File: src/hdl/svm_pkg.sv
// Purpose: shared constants and types of the supply monitor setup controller
// Assumes: 8-bit register interface of the monitored device, 50 MHz system clock
// Notes:   offsets and bit positions are the device's register map as seen from outside
package svm_pkg;

  localparam int CLK_PERIOD_NS = 20;
  localparam int ADDR_W        = 8;
  localparam int DATA_W        = 8;

  // device register offsets
  localparam logic [ADDR_W-1:0] ADR_PROTECT      = 8'h0A;
  localparam logic [ADDR_W-1:0] ADR_CLK_MODE_ONE = 8'h07;
  localparam logic [ADDR_W-1:0] ADR_DET_CTRL_ONE = 8'h31;
  localparam logic [ADDR_W-1:0] ADR_DET_CTRL_TWO = 8'h32;
  localparam logic [ADDR_W-1:0] ADR_MON1_CTRL    = 8'h36;
  localparam logic [ADDR_W-1:0] ADR_MON0_CTRL    = 8'h38;

  // field positions
  localparam int BIT_UNLOCK   = 3;
  localparam int BIT_DET0_EN  = 5;
  localparam int BIT_MON_EN   = 0;
  localparam int BIT_FLT_DIS  = 1;
  localparam int BIT_PASS     = 2;
  localparam int BIT_L1_STAT  = 3;
  localparam int BIT_DIV_LO   = 4;
  localparam int BIT_MODE     = 6;
  localparam int BIT_EDGE     = 7;
  localparam int BIT_L2_STAT  = 3;
  localparam int BIT_OSC_STOP = 4;
  localparam int DIV_W        = 2;

  // value written to the clock mode register, slow oscillator stop bit cleared
  localparam logic [DATA_W-1:0] CLK_MODE_BASE = 8'h00;

  // filter settles after this many sampling clock periods
  localparam int FLT_SAMPLES = 4;
  // cycles from read strobe to capture: two sync stages plus one margin
  localparam logic [3:0] RD_LAT = 4'h3;

  typedef enum logic [2:0] {
    CMD_SETUP_MON0  = 3'h0,
    CMD_SETUP_MON1  = 3'h1,
    CMD_ENABLE_LVL2 = 3'h2,
    CMD_READ_LVL0   = 3'h3,
    CMD_READ_LVL1   = 3'h4,
    CMD_READ_LVL2   = 3'h5
  } svm_cmd_t;

  typedef enum logic [5:0] {
    S_IDLE = 6'h01,
    S_UNLK = 6'h02,
    S_WR   = 6'h04,
    S_WAIT = 6'h08,
    S_RD   = 6'h10,
    S_FIN  = 6'h20
  } svm_state_t;

  typedef enum logic [4:0] {
    ST_EN  = 5'h01,
    ST_CFG = 5'h02,
    ST_CLR = 5'h04,
    ST_OSC = 5'h08,
    ST_FIN = 5'h10
  } svm_step_t;

endpackage

File: src/hdl/svm_acc_if.sv
// Purpose: carries one register access between sequencer and pin engine
// Assumes: req held until done pulses; done is one cycle
// Notes:   rdata is valid in the cycle of done
`timescale 1ns/1ps
interface svm_acc_if;
  import svm_pkg::*;
  logic              req;
  logic              we;
  logic [ADDR_W-1:0] addr;
  logic [DATA_W-1:0] wdata;
  logic              done;
  logic [DATA_W-1:0] rdata;

  modport ctrl (output req, output we, output addr, output wdata, input done, input rdata);
  modport port (input req, input we, input addr, input wdata, output done, output rdata);
endinterface

File: src/hdl/svm_ctrl.sv
// Purpose: walks the device's supply monitor setup and status reads on command
// Assumes: sole master of the device register pins; commands come from the same clock
// Notes:   every protected write is preceded by its own unlock write
`timescale 1ns/1ps
//
// Contract
// no level-0 status; such reads refused
// level-1 status only after enable and settle
// level-2 status only after enable and settle
// monitor-0 stop exit needs filter disabled
// monitor-1 stop exit needs filter disabled
// monitor-0: enable circuit, wait settle first
// filtered monitor-0: divider, then filter enabled
// unfiltered monitor-0: edge select one, filter off
// monitor-0 mode select always reset
// clear monitor-0 pass flag before enabling
// filter use: start slow oscillator first; code starts it after the filter config and flag clear writes
// filter use: wait four sampling clocks
// monitor-0 last step sets reset enable
// timing, filter, mode in one write
// monitor-1: enable circuit, wait settle first
// filtered monitor-1: divider, filter enabled
// unfiltered monitor-1 reset needs edge one
// monitor-1 mode: zero interrupt, one reset
// clear monitor-1 pass flag before enabling
// monitor-1 last step sets enable
// filtered: both crossing directions interrupt
// unfiltered: one direction via edge select
// pass flag cleared by zero; one keeps
// writes ignored unless unlock bit set
// filter accepts only stable comparator output
module svm_ctrl
  import svm_pkg::*;
#(
  parameter int SETTLE_NS     = 100000,
  parameter int OSC_PERIOD_NS = 8000,
  parameter int TMR_W         = 24
) (
  // clock and reset
  input  wire logic              CLK_SYS,
  input  wire logic              NRST,
  // command
  input  wire logic              CMD_VALID,
  output logic                   CMD_READY,
  input  wire svm_pkg::svm_cmd_t CMD_CODE,
  input  wire logic              CFG_FILTER,
  input  wire logic [1:0]        CFG_DIV,
  input  wire logic              CFG_RESET_MODE,
  input  wire logic              CFG_EDGE,
  // result
  output logic                   BUSY,
  output logic                   DONE,
  output logic                   REFUSED,
  output logic                   STAT_VALID,
  output logic                   STAT_ABOVE,
  output logic [2:0]             LEVEL_READY,
  // device register pins
  output logic [7:0]             DEV_ADDR,
  output logic [7:0]             DEV_WDATA,
  output logic                   DEV_WE,
  output logic                   DEV_RE,
  input  wire logic [7:0]        DEV_RDATA
);
  import svm_pkg::*;

  localparam int SETTLE_CYC_I  = (SETTLE_NS + CLK_PERIOD_NS - 1) / CLK_PERIOD_NS;
  localparam int OSC_CYC_I     = (OSC_PERIOD_NS + CLK_PERIOD_NS - 1) / CLK_PERIOD_NS;
  localparam int FLT_BASE_I    = FLT_SAMPLES * OSC_CYC_I;
  localparam int FLT_MAX_I     = FLT_BASE_I * 8;
  localparam logic [TMR_W-1:0] SETTLE_CYC = TMR_W'(SETTLE_CYC_I);
  localparam logic [TMR_W-1:0] FLT_BASE   = TMR_W'(FLT_BASE_I);

  if (SETTLE_NS < 1 || OSC_PERIOD_NS < 1 || TMR_W > 31) begin : g_bad_time
    $error("svm_ctrl: times must be positive and TMR_W below 32");
  end
  if (SETTLE_CYC_I >= (1 << TMR_W) || FLT_MAX_I >= (1 << TMR_W)) begin : g_bad_width
    $error("svm_ctrl: TMR_W too small for the wait counts");
  end

  svm_state_t        state_q;
  svm_step_t         step_q;
  svm_cmd_t          cmd_q;
  logic              flt_q;
  logic [DIV_W-1:0]  div_q;
  logic              rst_mode_q;
  logic              edge_q;
  logic [2:0]        det_en_q;
  logic [2:0]        settled_q;
  logic              done_q;
  logic              refused_q;
  logic              stat_valid_q;
  logic              stat_above_q;

  logic [1:0]        lvl;
  logic [2:0]        lvl_mask;
  logic              is_mon1;
  logic              rd_ok;
  logic [DATA_W-1:0] mon_word;
  logic [DATA_W-1:0] wr_data;
  logic [ADDR_W-1:0] wr_addr;
  logic [ADDR_W-1:0] rd_addr;
  logic              tmr_load;
  logic [TMR_W-1:0]  tmr_val;
  logic              tmr_expire;

  svm_acc_if acc ();

  svm_reg_port u_port (
    .clk       (CLK_SYS),
    .nrst      (NRST),
    .acc       (acc),
    .dev_addr  (DEV_ADDR),
    .dev_wdata (DEV_WDATA),
    .dev_we    (DEV_WE),
    .dev_re    (DEV_RE),
    .dev_rdata (DEV_RDATA)
  );

  svm_wait_timer #(.W(TMR_W)) u_tmr (
    .clk      (CLK_SYS),
    .nrst     (NRST),
    .load     (tmr_load),
    .load_val (tmr_val),
    .expire   (tmr_expire)
  );

  assign CMD_READY   = (state_q == S_IDLE);
  assign BUSY        = (state_q != S_IDLE);
  assign DONE        = done_q;
  assign REFUSED     = refused_q;
  assign STAT_VALID  = stat_valid_q;
  assign STAT_ABOVE  = stat_above_q;
  assign LEVEL_READY = settled_q;

  // which detection level the latched command concerns
  always_comb begin
    case (cmd_q)
      CMD_SETUP_MON0:  lvl = 2'h0;
      CMD_SETUP_MON1:  lvl = 2'h1;
      CMD_READ_LVL1:   lvl = 2'h1;
      default:         lvl = 2'h2;
    endcase
  end

  assign lvl_mask = 3'h1 << lvl;
  assign is_mon1  = (cmd_q == CMD_SETUP_MON1);

  // monitor control word, built per step
  always_comb begin
    mon_word = '0;
    // divider choice
    mon_word[BIT_DIV_LO +: DIV_W] = div_q;
    // filter off when unfiltered
    mon_word[BIT_FLT_DIS] = !flt_q;
    // monitor-0 reset mode
    mon_word[BIT_MODE] = 1'b1;
    if (is_mon1) begin
      // mode choice
      mon_word[BIT_MODE] = rst_mode_q;
    end
    // edge only meaningful unfiltered
    if (!flt_q) begin
      // monitor-0 edge one
      mon_word[BIT_EDGE] = 1'b1;
      if (is_mon1) begin
        // reset forces edge one
        mon_word[BIT_EDGE] = rst_mode_q ? 1'b1 : edge_q;
      end
    end
    // one leaves flag untouched
    mon_word[BIT_PASS] = (step_q != ST_CLR);
    // enable only in final step
    mon_word[BIT_MON_EN] = (step_q == ST_FIN);
  end

  // address and data of the protected write for each step
  always_comb begin
    wr_addr = is_mon1 ? ADR_MON1_CTRL : ADR_MON0_CTRL;
    wr_data = mon_word;
    case (step_q)
      ST_EN: begin
        wr_addr = ADR_DET_CTRL_TWO;
        wr_data = DATA_W'(det_en_q | lvl_mask) << BIT_DET0_EN;
      end
      ST_OSC: begin
        wr_addr = ADR_CLK_MODE_ONE;
        // slow oscillator on
        wr_data = CLK_MODE_BASE & ~(DATA_W'(1) << BIT_OSC_STOP);
      end
      default: begin
        wr_addr = is_mon1 ? ADR_MON1_CTRL : ADR_MON0_CTRL;
        wr_data = mon_word;
      end
    endcase
  end

  assign rd_addr = (cmd_q == CMD_READ_LVL1) ? ADR_MON1_CTRL : ADR_DET_CTRL_ONE;

  // access request toward the pin engine
  always_comb begin
    acc.req   = 1'b0;
    acc.we    = 1'b1;
    acc.addr  = wr_addr;
    acc.wdata = wr_data;
    case (state_q)
      S_UNLK: begin
        // unlock before each write
        acc.req   = 1'b1;
        acc.addr  = ADR_PROTECT;
        acc.wdata = DATA_W'(1) << BIT_UNLOCK;
      end
      S_WR: begin
        acc.req = 1'b1;
      end
      S_RD: begin
        acc.req  = 1'b1;
        acc.we   = 1'b0;
        acc.addr = rd_addr;
      end
      default: begin
        acc.req = 1'b0;
      end
    endcase
  end

  // wait loads: settle after circuit enable, filter wait after oscillator start
  always_comb begin
    tmr_load = 1'b0;
    tmr_val  = SETTLE_CYC;
    if (state_q == S_WR && acc.done) begin
      if (step_q == ST_EN) begin
        // settle after circuit enable
        tmr_load = 1'b1;
      end else if (step_q == ST_OSC) begin
        // four sampling periods
        tmr_load = 1'b1;
        tmr_val  = FLT_BASE << div_q;
      end
    end
  end

  // level-1 read gate
  // level-2 read gate
  always_comb begin
    case (CMD_CODE)
      CMD_READ_LVL1: rd_ok = settled_q[1];
      CMD_READ_LVL2: rd_ok = settled_q[2];
      default:       rd_ok = 1'b0;
    endcase
  end

  // sequencer
  always_ff @(posedge CLK_SYS) begin
    if (!NRST) begin
      state_q <= S_IDLE;
    end else begin
      case (state_q)
        S_IDLE: begin
          if (CMD_VALID) begin
            case (CMD_CODE)
              CMD_SETUP_MON0, CMD_SETUP_MON1, CMD_ENABLE_LVL2: state_q <= S_UNLK;
              CMD_READ_LVL1, CMD_READ_LVL2: state_q <= rd_ok ? S_RD : S_IDLE;
              // level-0 read refused
              default: state_q <= S_IDLE;
            endcase
          end
        end
        S_UNLK: begin
          if (acc.done) begin
            state_q <= S_WR;
          end
        end
        S_WR: begin
          if (acc.done) begin
            case (step_q)
              ST_EN, ST_OSC: state_q <= S_WAIT;
              ST_FIN:        state_q <= S_FIN;
              default:       state_q <= S_UNLK;
            endcase
          end
        end
        S_WAIT: begin
          if (tmr_expire) begin
            state_q <= (cmd_q == CMD_ENABLE_LVL2) ? S_FIN : S_UNLK;
          end
        end
        S_RD: begin
          if (acc.done) begin
            state_q <= S_FIN;
          end
        end
        S_FIN: begin
          state_q <= S_IDLE;
        end
        default: begin
          state_q <= S_IDLE;
        end
      endcase
    end
  end

  // step order of a monitor setup
  always_ff @(posedge CLK_SYS) begin
    if (!NRST) begin
      step_q <= ST_EN;
    end else if (state_q == S_IDLE) begin
      // circuit enable first
      step_q <= ST_EN;
    end else if (state_q == S_WR && acc.done) begin
      case (step_q)
        // config in one write
        ST_CFG: step_q <= ST_CLR;
        // flag cleared before enable
        // flag cleared before enable
        ST_CLR: step_q <= flt_q ? ST_OSC : ST_FIN;
        default: step_q <= step_q;
      endcase
    end else if (state_q == S_WAIT && tmr_expire) begin
      // filter setup after settle
      // final enable after filter wait
      step_q <= (step_q == ST_EN) ? ST_CFG : ST_FIN;
    end
  end

  // command latch
  always_ff @(posedge CLK_SYS) begin
    if (!NRST) begin
      cmd_q      <= CMD_SETUP_MON0;
      flt_q      <= 1'b0;
      div_q      <= '0;
      rst_mode_q <= 1'b0;
      edge_q     <= 1'b0;
    end else if (CMD_VALID && state_q == S_IDLE) begin
      cmd_q      <= CMD_CODE;
      // stop exit only unfiltered
      flt_q      <= CFG_FILTER;
      div_q      <= CFG_DIV;
      rst_mode_q <= CFG_RESET_MODE;
      edge_q     <= CFG_EDGE;
    end
  end

  // circuit enable shadow and settle tracking
  always_ff @(posedge CLK_SYS) begin
    if (!NRST) begin
      det_en_q  <= '0;
      settled_q <= '0;
    end else begin
      if (state_q == S_WR && acc.done && step_q == ST_EN) begin
        det_en_q <= det_en_q | lvl_mask;
      end
      if (state_q == S_WAIT && tmr_expire && step_q == ST_EN) begin
        settled_q <= settled_q | lvl_mask;
      end
    end
  end

  // results
  always_ff @(posedge CLK_SYS) begin
    if (!NRST) begin
      done_q       <= 1'b0;
      refused_q    <= 1'b0;
      stat_valid_q <= 1'b0;
      stat_above_q <= 1'b0;
    end else begin
      done_q    <= (state_q == S_FIN);
      refused_q <= 1'b0;
      if (CMD_VALID && state_q == S_IDLE) begin
        stat_valid_q <= 1'b0;
        case (CMD_CODE)
          CMD_SETUP_MON0, CMD_SETUP_MON1, CMD_ENABLE_LVL2: refused_q <= 1'b0;
          default: refused_q <= !rd_ok;
        endcase
      end
      if (state_q == S_RD && acc.done) begin
        stat_valid_q <= 1'b1;
        stat_above_q <= (cmd_q == CMD_READ_LVL1) ? acc.rdata[BIT_L1_STAT] : acc.rdata[BIT_L2_STAT];
      end
    end
  end

endmodule

File: src/hdl/svm_wait_timer.sv
// Purpose: down counter for settling and filter waits
// Assumes: load value at least one
// Notes:   expire pulses once, load value cycles after load
`timescale 1ns/1ps
module svm_wait_timer #(
  parameter int W = 24
) (
  // clock and reset
  input  wire logic         clk,
  input  wire logic         nrst,
  // control
  input  wire logic         load,
  input  wire logic [W-1:0] load_val,
  // status
  output logic              expire
);
  logic [W-1:0] cnt_q;
  logic         run_q;

  assign expire = run_q && (cnt_q == W'(1));

  always_ff @(posedge clk) begin
    if (!nrst) begin
      cnt_q <= '0;
      run_q <= 1'b0;
    end else if (load) begin
      cnt_q <= load_val;
      run_q <= 1'b1;
    end else if (run_q) begin
      cnt_q <= cnt_q - W'(1);
      if (cnt_q == W'(1)) begin
        run_q <= 1'b0;
      end
    end
  end
endmodule

File: src/hdl/svm_reg_port.sv
// Purpose: drives the device register pins for one access at a time
// Assumes: device takes a write on a one-cycle strobe; read data follows the held address
// Notes:   read data arrives from another domain, so it is synchronised first
`timescale 1ns/1ps
module svm_reg_port
  import svm_pkg::*;
(
  // clock and reset
  input  wire logic              clk,
  input  wire logic              nrst,
  // sequencer side
  svm_acc_if.port                acc,
  // device pins
  output logic [ADDR_W-1:0]      dev_addr,
  output logic [DATA_W-1:0]      dev_wdata,
  output logic                   dev_we,
  output logic                   dev_re,
  input  wire logic [DATA_W-1:0] dev_rdata
);
  logic [DATA_W-1:0] sync1_q;
  logic [DATA_W-1:0] sync2_q;
  logic [DATA_W-1:0] rdata_q;
  logic [3:0]        cnt_q;
  logic              busy_q;
  logic              done_q;

  assign acc.done  = done_q;
  assign acc.rdata = rdata_q;

  always_ff @(posedge clk) begin
    if (!nrst) begin
      sync1_q <= '0;
      sync2_q <= '0;
    end else begin
      sync1_q <= dev_rdata;
      sync2_q <= sync1_q;
    end
  end

  // done cycle blocks a new accept so a stale req is never taken twice
  always_ff @(posedge clk) begin
    if (!nrst) begin
      dev_addr  <= '0;
      dev_wdata <= '0;
      dev_we    <= 1'b0;
      dev_re    <= 1'b0;
      cnt_q     <= '0;
      busy_q    <= 1'b0;
      done_q    <= 1'b0;
      rdata_q   <= '0;
    end else begin
      dev_we <= 1'b0;
      dev_re <= 1'b0;
      done_q <= 1'b0;
      if (acc.req && !busy_q && !done_q) begin
        dev_addr  <= acc.addr;
        dev_wdata <= acc.wdata;
        dev_we    <= acc.we;
        dev_re    <= !acc.we;
        cnt_q     <= acc.we ? 4'h0 : RD_LAT;
        busy_q    <= 1'b1;
      end else if (busy_q) begin
        if (cnt_q == 4'h0) begin
          busy_q  <= 1'b0;
          done_q  <= 1'b1;
          rdata_q <= sync2_q;
        end else begin
          cnt_q <= cnt_q - 4'h1;
        end
      end
    end
  end
endmodule

File: config.mk
export PLATFORM = sky130hd
export DESIGN_NAME = svm_ctrl
export DESIGN_NICKNAME = d
export VERILOG_FILES = /design/src/hdl/svm_pkg.sv /design/src/hdl/svm_acc_if.sv /design/src/hdl/svm_ctrl.sv /design/src/hdl/svm_wait_timer.sv /design/src/hdl/svm_reg_port.sv
export SDC_FILE = /design/constraint.sdc
export NUM_CORES = 1
export LEC_CHECK = 0
export BUFFER_PORTS_ARGS = -buffer_cell sky130_fd_sc_hd__buf_2
export CAP_MARGIN = 20
export CORE_ASPECT_RATIO = 1.25
export CORE_UTILIZATION = 60
export CTS_CLUSTER_DIAMETER = 80
export DETAILED_ROUTE_END_ITERATION = 7
export PLACE_DENSITY = 0.9
export SETUP_SLACK_MARGIN = 0.02
export SLEW_MARGIN = 30
export SYNTH_ARGS = -nofsm -noshare
export SYNTH_HDL_FRONTEND = slang
export SYNTH_HIERARCHICAL = 1
export SYNTH_SLANG_ARGS = --single-unit
File: constraint.sdc
create_clock -name CLK_SYS -period 3.11 [get_ports CLK_SYS]
set_clock_uncertainty 0.2 [all_clocks]
set_input_delay 0.311 -clock CLK_SYS [delete_from_list [all_inputs] [get_ports CLK_SYS]]
set_output_delay 0.311 -clock CLK_SYS [all_outputs]
set_load 0.05 [all_outputs]
==> results of run 1 <==
==> state kept, by name, summed over array words and instances, names as in the netlist, 2 cells and up <==
name              flops
LEVEL_READY           3
cmd_q                 3
det_en_q              3
div_q                 2
state_q               6
step_q                5
u_port/cnt_q          4
u_port/dev_addr       8
u_port/dev_wdata      8
u_tmr/cnt_q          24
==> worst register-to-register path, stage by stage (launching register included) <==
cell and delay (ns):
dfxtp_1 0.38, or4_4 0.56, or3_1 0.50, nor2_1 0.17, inv_1 0.41, o21ai_0 0.36, a21oi_1 0.06
==> final timing paths <==
path                        to  slack, ns  depth (start not counted)
max            u_tmr/cnt_q[13]       0.31                          6
min                     edge_q       0.03                          3
min reg2reg  u_port/sync2_q[3]       0.25                          1
max reg2reg    u_tmr/cnt_q[13]       0.31                          6
==> cell type report <==
type | count | area, um^2 | share of cell area [%]
inverter | 19 | 71.3 | 1.52
clock buffer | 9 | 124 | 2.63
tap | 90 | 113 | 2.39
clock inverter | 7 | 82.6 | 1.76
multi-input combinational | 385 | 2430 | 51.6
timing repair buffer | 47 | 263 | 5.59
sequential | 81 | 1620 | 34.5
==> power by group through the flow <==
stage / logic (uW) / clock network, uW / registers (uW)
finish: 399 / 813 / 1130
global route: 428 / 871 / 1140
CTS: 391 / 816 / 1130
detailed placement: 387 / 0 / 1150
global placement: 370 / 0 / 1150
floorplan: 294 / 0 / 1160
==> metrics by stage <==
| step | hold WS [ns] | area [um^2] | total power [uW] | cells | utilization, % |
|---|---|---|---|---|---|
| final | 0.0338 | 4700 | 2340 | 638 | 67.8 |
| after global placement | 0.224 | 4480 | 1520 | 620 | 64.5 |
| after global routing | 0.0232 | 4700 | 2440 | 638 | 67.8 |
| after detailed placement | 0.230 | 4480 | 1540 | 620 | 64.5 |
| after floorplan | 0.212 | 4330 | 1460 | 519 | - |
| after CTS | 0.0238 | 4700 | 2330 | 638 | 67.8 |
==> metal layers <==
| layer | up-vias | part of all wire, % |
|---|---|---|
| li1 | 1862 | - |
| met1 | 1853 | 40 |
| met2 | 145 | 52 |
| met3 | 35 | 5.4 |
| met4 | 0 | 3.5 |
| met5 | - | 0 |
==> timing repair <==
action	CTS	global route
hold buffers	2	0
resized for setup	0	0
endpoints found under the hold margin	2	0
==> flow_metrics.py, run 1 <==
metrics = {
    "critical_path": {
        "path_buf_inv": 1,
        "crit_family": "simple AND/OR/NAND/NOR gates",
        "cp.required_ns": 3.11,
        "startpoint": "state_q[3]",
        "worstSetupPathType": "flip-flop to flip-flop",
        "critical_path.cell_chain": "or4_4 > or3_1 > nor2_1 > inv_1 > o21ai_0 > a21oi_1",
        "worst_path_largest_cell_delay_ns": 0.56,
        "critPathMaxFanout": 35,
        "arrival_ns": 2.80,
        "worstReg2RegStart": "state_q[3]",
        "worst_path_max_delay_cell": "or4_4",
        "worstSetupEndpointType": "flip-flop",
        "start_kind": "flip-flop",
    },
    "cells_and_area": {
        "num-nets-final": 570,
        "fillCellCount": 533,
        "area_growth_pct": 10.0,
        "final_layout_size_suffix_gt1_share_pct": 15.1,
        "final_cell_mix": "81 x dfxtp_1, 61 x nand2_1, 38 x buf_2",
        "final_common_cell": "dfxtp_1",
        "antennaDiodeCount": 0,
    },
    "global_routing": {
        "gr-total-overflow": 0,
        "busiest_layer": "met2",
        "met3_usage_pct": 6.26,
        "grtUsageMet1_pct": 29.9,
        "antenna_found_initial": 0,
        "grt_max_degree": 60,
        "grt_pass1_vias": 3419,
        "track_usage_pct": 27.4,
        "use_met2_pct": 48.7,
        "grt_pass1_wl_um": 16000,
    },
    "sta": {
        "fin_ws_ns": 0.311,
        "tightest_slew_ns": 0.906,
        "final_hold_viol_count": 0,
        "max_clock_freq_ghz": 0.357,
        "rsz0062_at_grt": "false",
        "final-setup-viol-count": 0,
        "min_period_ns": 2.80,
        "period_share_pct": 90.0,
        "fin_tns_setup_ns": 0,
        "slew_violations": 0,
        "maxSlewHeadroom_pct": 39.5,
    },
    "power": {
        "intPower_uw": 1600,
        "cellLeakagePower_uw": 0.00191,
        "swShare_pct": 31.8,
        "peakVddDrop_mv": 0.336,
        "clkPwrFrac_pct": 34.7,
        "p_seq_share_pct": 48.2,
        "pwr_density_cell_nw_per_um2": 498,
        "p_comb_share_pct": 17.0,
        "netSwitchingPower_uw": 746,
    },
    "placement": {
        "place_hpwl_um": 6760,
        "gp_congestion": 0.923,
        "pre_cts_slack_ns": 0.380,
        "io_buffers": 38,
    },
    "route": {
        "drt_pass1_iterations": 5,
        "routed_via_density": 6.11,
        "post_drt_wl_per_cell_um": 15.5,
        "ant_nets": 0,
        "vias": 3895,
        "drt_iter0_drc": 200,
        "drc": 0,
        "wl_um": 9910,
    },
    "clocking": {
        "cts.sinks": 81,
        "numCtsBuffers": 9,
        "cts_root_buf": "clkbuf_8",
        "path_clk_slew_ns": 0.10,
        "clk_latency_ns": 0.36,
        "htreeDepth": 3,
        "postCtsSetupRepairBufs": 0,
        "cts_tree": "built",
        "clockBufferDepth": 2,
    },
    "yosys": {
        "ys_warn_count": 6,
        "postSynthAreaPerCell_um2": 8.49,
        "synth_cells": 503,
        "syn-cell-area_um2": 4270,
    },
    "die": {
        "initial_utilization_pct": 61.6,
        "die_width_um": 77.5,
        "core_area_um2": 6930,
        "ioPinCount": 46,
        "rows": 34,
        "die_h_um": 96.4,
        "die_area_um2": 7470,
    },
    "hold_path": {
        "min_path_type": "primary input to flip-flop",
        "hold_start": "CFG_EDGE",
    },
    "flow_run": {
        "cap_viol_max_count": 0,
    },
    "status": {
        "outcome": "complete, no violations",
    },
}
No activity file was read; power rests on OpenSTA's default activity.
==> run 2: changes to the inputs <==
--- a/config.mk
+++ b/config.mk
@@ -12,6 +12,7 @@
 export CTS_CLUSTER_DIAMETER = 80
 export DETAILED_ROUTE_END_ITERATION = 7
 export PLACE_DENSITY = 0.9
+export RECOVER_POWER = 100
 export SETUP_SLACK_MARGIN = 0.02
 export SLEW_MARGIN = 30
 export SYNTH_ARGS = -nofsm -noshare
==> run 2 against run 1 <==
- the run now ends with max-capacitance violations, max-slew violations left
- worst setup slack worse by 0.059 ns
- via count down 1.1%
- largest cell class unchanged
- highest routed layer unchanged
- power down 0.57%
- sequential share of layout area up 0.40 points
- flip-flop and latch count unchanged
- largest power group unchanged
==> flow_metrics.py, run 2 (synthesis gave the netlist of run 1 again) <==
metrics = {
    "sta": {
        "fin_ws_ns": 0.252,
        "final_hold_viol_count": 0,
        "fin_tns_setup_ns": 0,
        "tightest_slew_ns": 1.97,
        "final-setup-viol-count": 0,
        "max_clock_freq_ghz": 0.350,
        "min_period_ns": 2.86,
        "period_share_pct": 91.9,
        "maxSlewHeadroom_pct": -31.2,
        "slew_violations": 60,
        "rsz0062_at_grt": "false",
    },
    "critical_path": {
        "worstSetupEndpointType": "flip-flop",
        "cp.required_ns": 3.20,
        "critPathMaxFanout": 7,
        "reg2reg_slack_ns": 0.25,
        "worstSetupPathType": "flip-flop to flip-flop",
        "arrival_ns": 2.95,
        "start_kind": "flip-flop",
    },
    "status": {
        "outcome": "finished, violations left",
        "violations": "max-capacitance violations, max-slew violations",
    },
    "clocking": {
        "cts_root_buf": "clkbuf_8",
        "htreeDepth": 3,
        "cts.sinks": 81,
        "numCtsBuffers": 9,
        "clockBufferDepth": 2,
        "postCtsSetupRepairBufs": 0,
        "cts_hold_buf": 2,
        "post_cts_resized": 0,
        "cts_tree": "built",
        "clk_latency_ns": 0.36,
        "path_clk_slew_ns": 0.09,
    },
    "die": {
        "ioPinCount": 46,
        "initial_utilization_pct": 61.6,
        "rows": 34,
        "core_area_um2": 6930,
        "die_h_um": 96.4,
        "die_width_um": 77.5,
        "die_area_um2": 7470,
    },
    "route": {
        "ant_nets": 0,
        "drc": 0,
        "post_drt_wl_per_cell_um": 15.4,
        "drt_pass1_iterations": 5,
        "drt_iter0_drc": 211,
        "wl_um": 9850,
        "vias": 3852,
        "routed_via_density": 6.04,
    },
    "placement": {
        "pre_cts_slack_ns": 0.380,
        "place_area_um2": 4480,
        "io_buffers": 38,
        "dp_cells": 620,
        "gp_congestion": 0.923,
        "place_hpwl_um": 6760,
    },
    "cells_and_area": {
        "area_growth_pct": 8.78,
        "fillCellCount": 555,
        "final_cell_mix": "81 x dfxtp_1, 61 x nand2_1, 31 x o21ai_0",
        "final_layout_size_suffix_gt1_share_pct": 9.31,
        "antennaDiodeCount": 0,
        "stdcell_count": 638,
        "seqCellArea_um2": 1620,
        "reg_top3": "u_tmr/cnt_q (24), u_port/dev_addr (8), u_port/dev_wdata (8)",
        "regMostFlops": "u_tmr/cnt_q",
        "num-nets-final": 570,
        "multi_input_area_um2": 2420,
        "final_common_cell": "dfxtp_1",
        "largest_reg_flops": 24,
        "finish.instance_area_um2": 4650,
    },
    "power": {
        "netSwitchingPower_uw": 739,
        "peakVddDrop_mv": 0.332,
        "clkPwrFrac_pct": 34.8,
        "intPower_uw": 1590,
        "cellLeakagePower_uw": 0.00178,
        "pwr_density_cell_nw_per_um2": 501,
        "swShare_pct": 31.8,
        "p_seq_share_pct": 48.5,
        "p_comb_share_pct": 16.8,
    },
    "hold_path": {
        "min_path_type": "primary input to flip-flop",
    },
    "global_routing": {
        "grt_max_degree": 60,
        "grt_pass1_wl_um": 16000,
        "grt_pass1_vias": 3419,
        "gr-total-overflow": 0,
        "antenna_found_initial": 0,
        "track_usage_pct": 27.4,
    },
    "flow_run": {
        "cap_viol_max_count": 1,
    },
}
-- run 2: cell count changes in the layout (fill, tap and decap cells not counted), sizes merged --
cell | previous run | this run
clkbuf | 9 | 39
buf | 45 | 15
-- run 2: final timing paths --
kind	end	startpoint	depth (start not counted)
hold / removal	edge_q	CFG_EDGE	3
hold reg to reg	u_port/sync2_q[3]	u_port/sync1_q[3]	1
setup / recovery	step_q[4]	u_tmr/cnt_q[16]	8
setup reg to reg	step_q[4]	u_tmr/cnt_q[16]	8
-- run 2: through the flow --
stage	hold slack, ns	total power (uW)	utilization, %
floorplan	0.212	1460	-
global placement	0.224	1520	64.5
detailed placement	0.230	1540	64.5
CTS	0.0238	2330	67.8
global route	0.0282	2430	67.0
finish	0.0438	2330	67.0
-- run 2: worst max-delay path: stages, from the launching register on --
cell and delay (ns):
dfxtp_1 0.37, or4_4 0.58, or4_4 0.46, nor4_1 0.23, clkbuf_1 0.24, nand4b_1 0.31, o41ai_1 0.14, o21ai_0 0.13
a21oi_1 0.12
-- run 2: layout make-up --
cell class              count  area share (%)
multi-input cells         385            52.0
flip-flops and latches     81            34.9
repair buffers             47            4.68
clock buffers               9            2.66
well taps                  90            2.42
clock inverters             7            1.78
inverters                  19            1.53
-- run 2: routing by layer --
| metal | up-vias | global-route usage, % | share of wire (%) |
|---|---|---|---|
| met1 | 1812 | 29.9 | 40 |
| met4 | 0 | 16.5 | 3.8 |
| met2 | 139 | 48.7 | 51 |
| met3 | 35 | 6.26 | 5.2 |
| li1 | 1866 | - | - |
| met5 | - | 0 | 0 |
-- run 2: power by group through the flow --
stage               sequential [uW]  clock [uW]  combinational, uW
global route                   1140         871                420
CTS                            1130         816                391
global placement               1150           0                370
detailed placement             1150           0                387
floorplan                      1160           0                294
finish                         1130         809                390
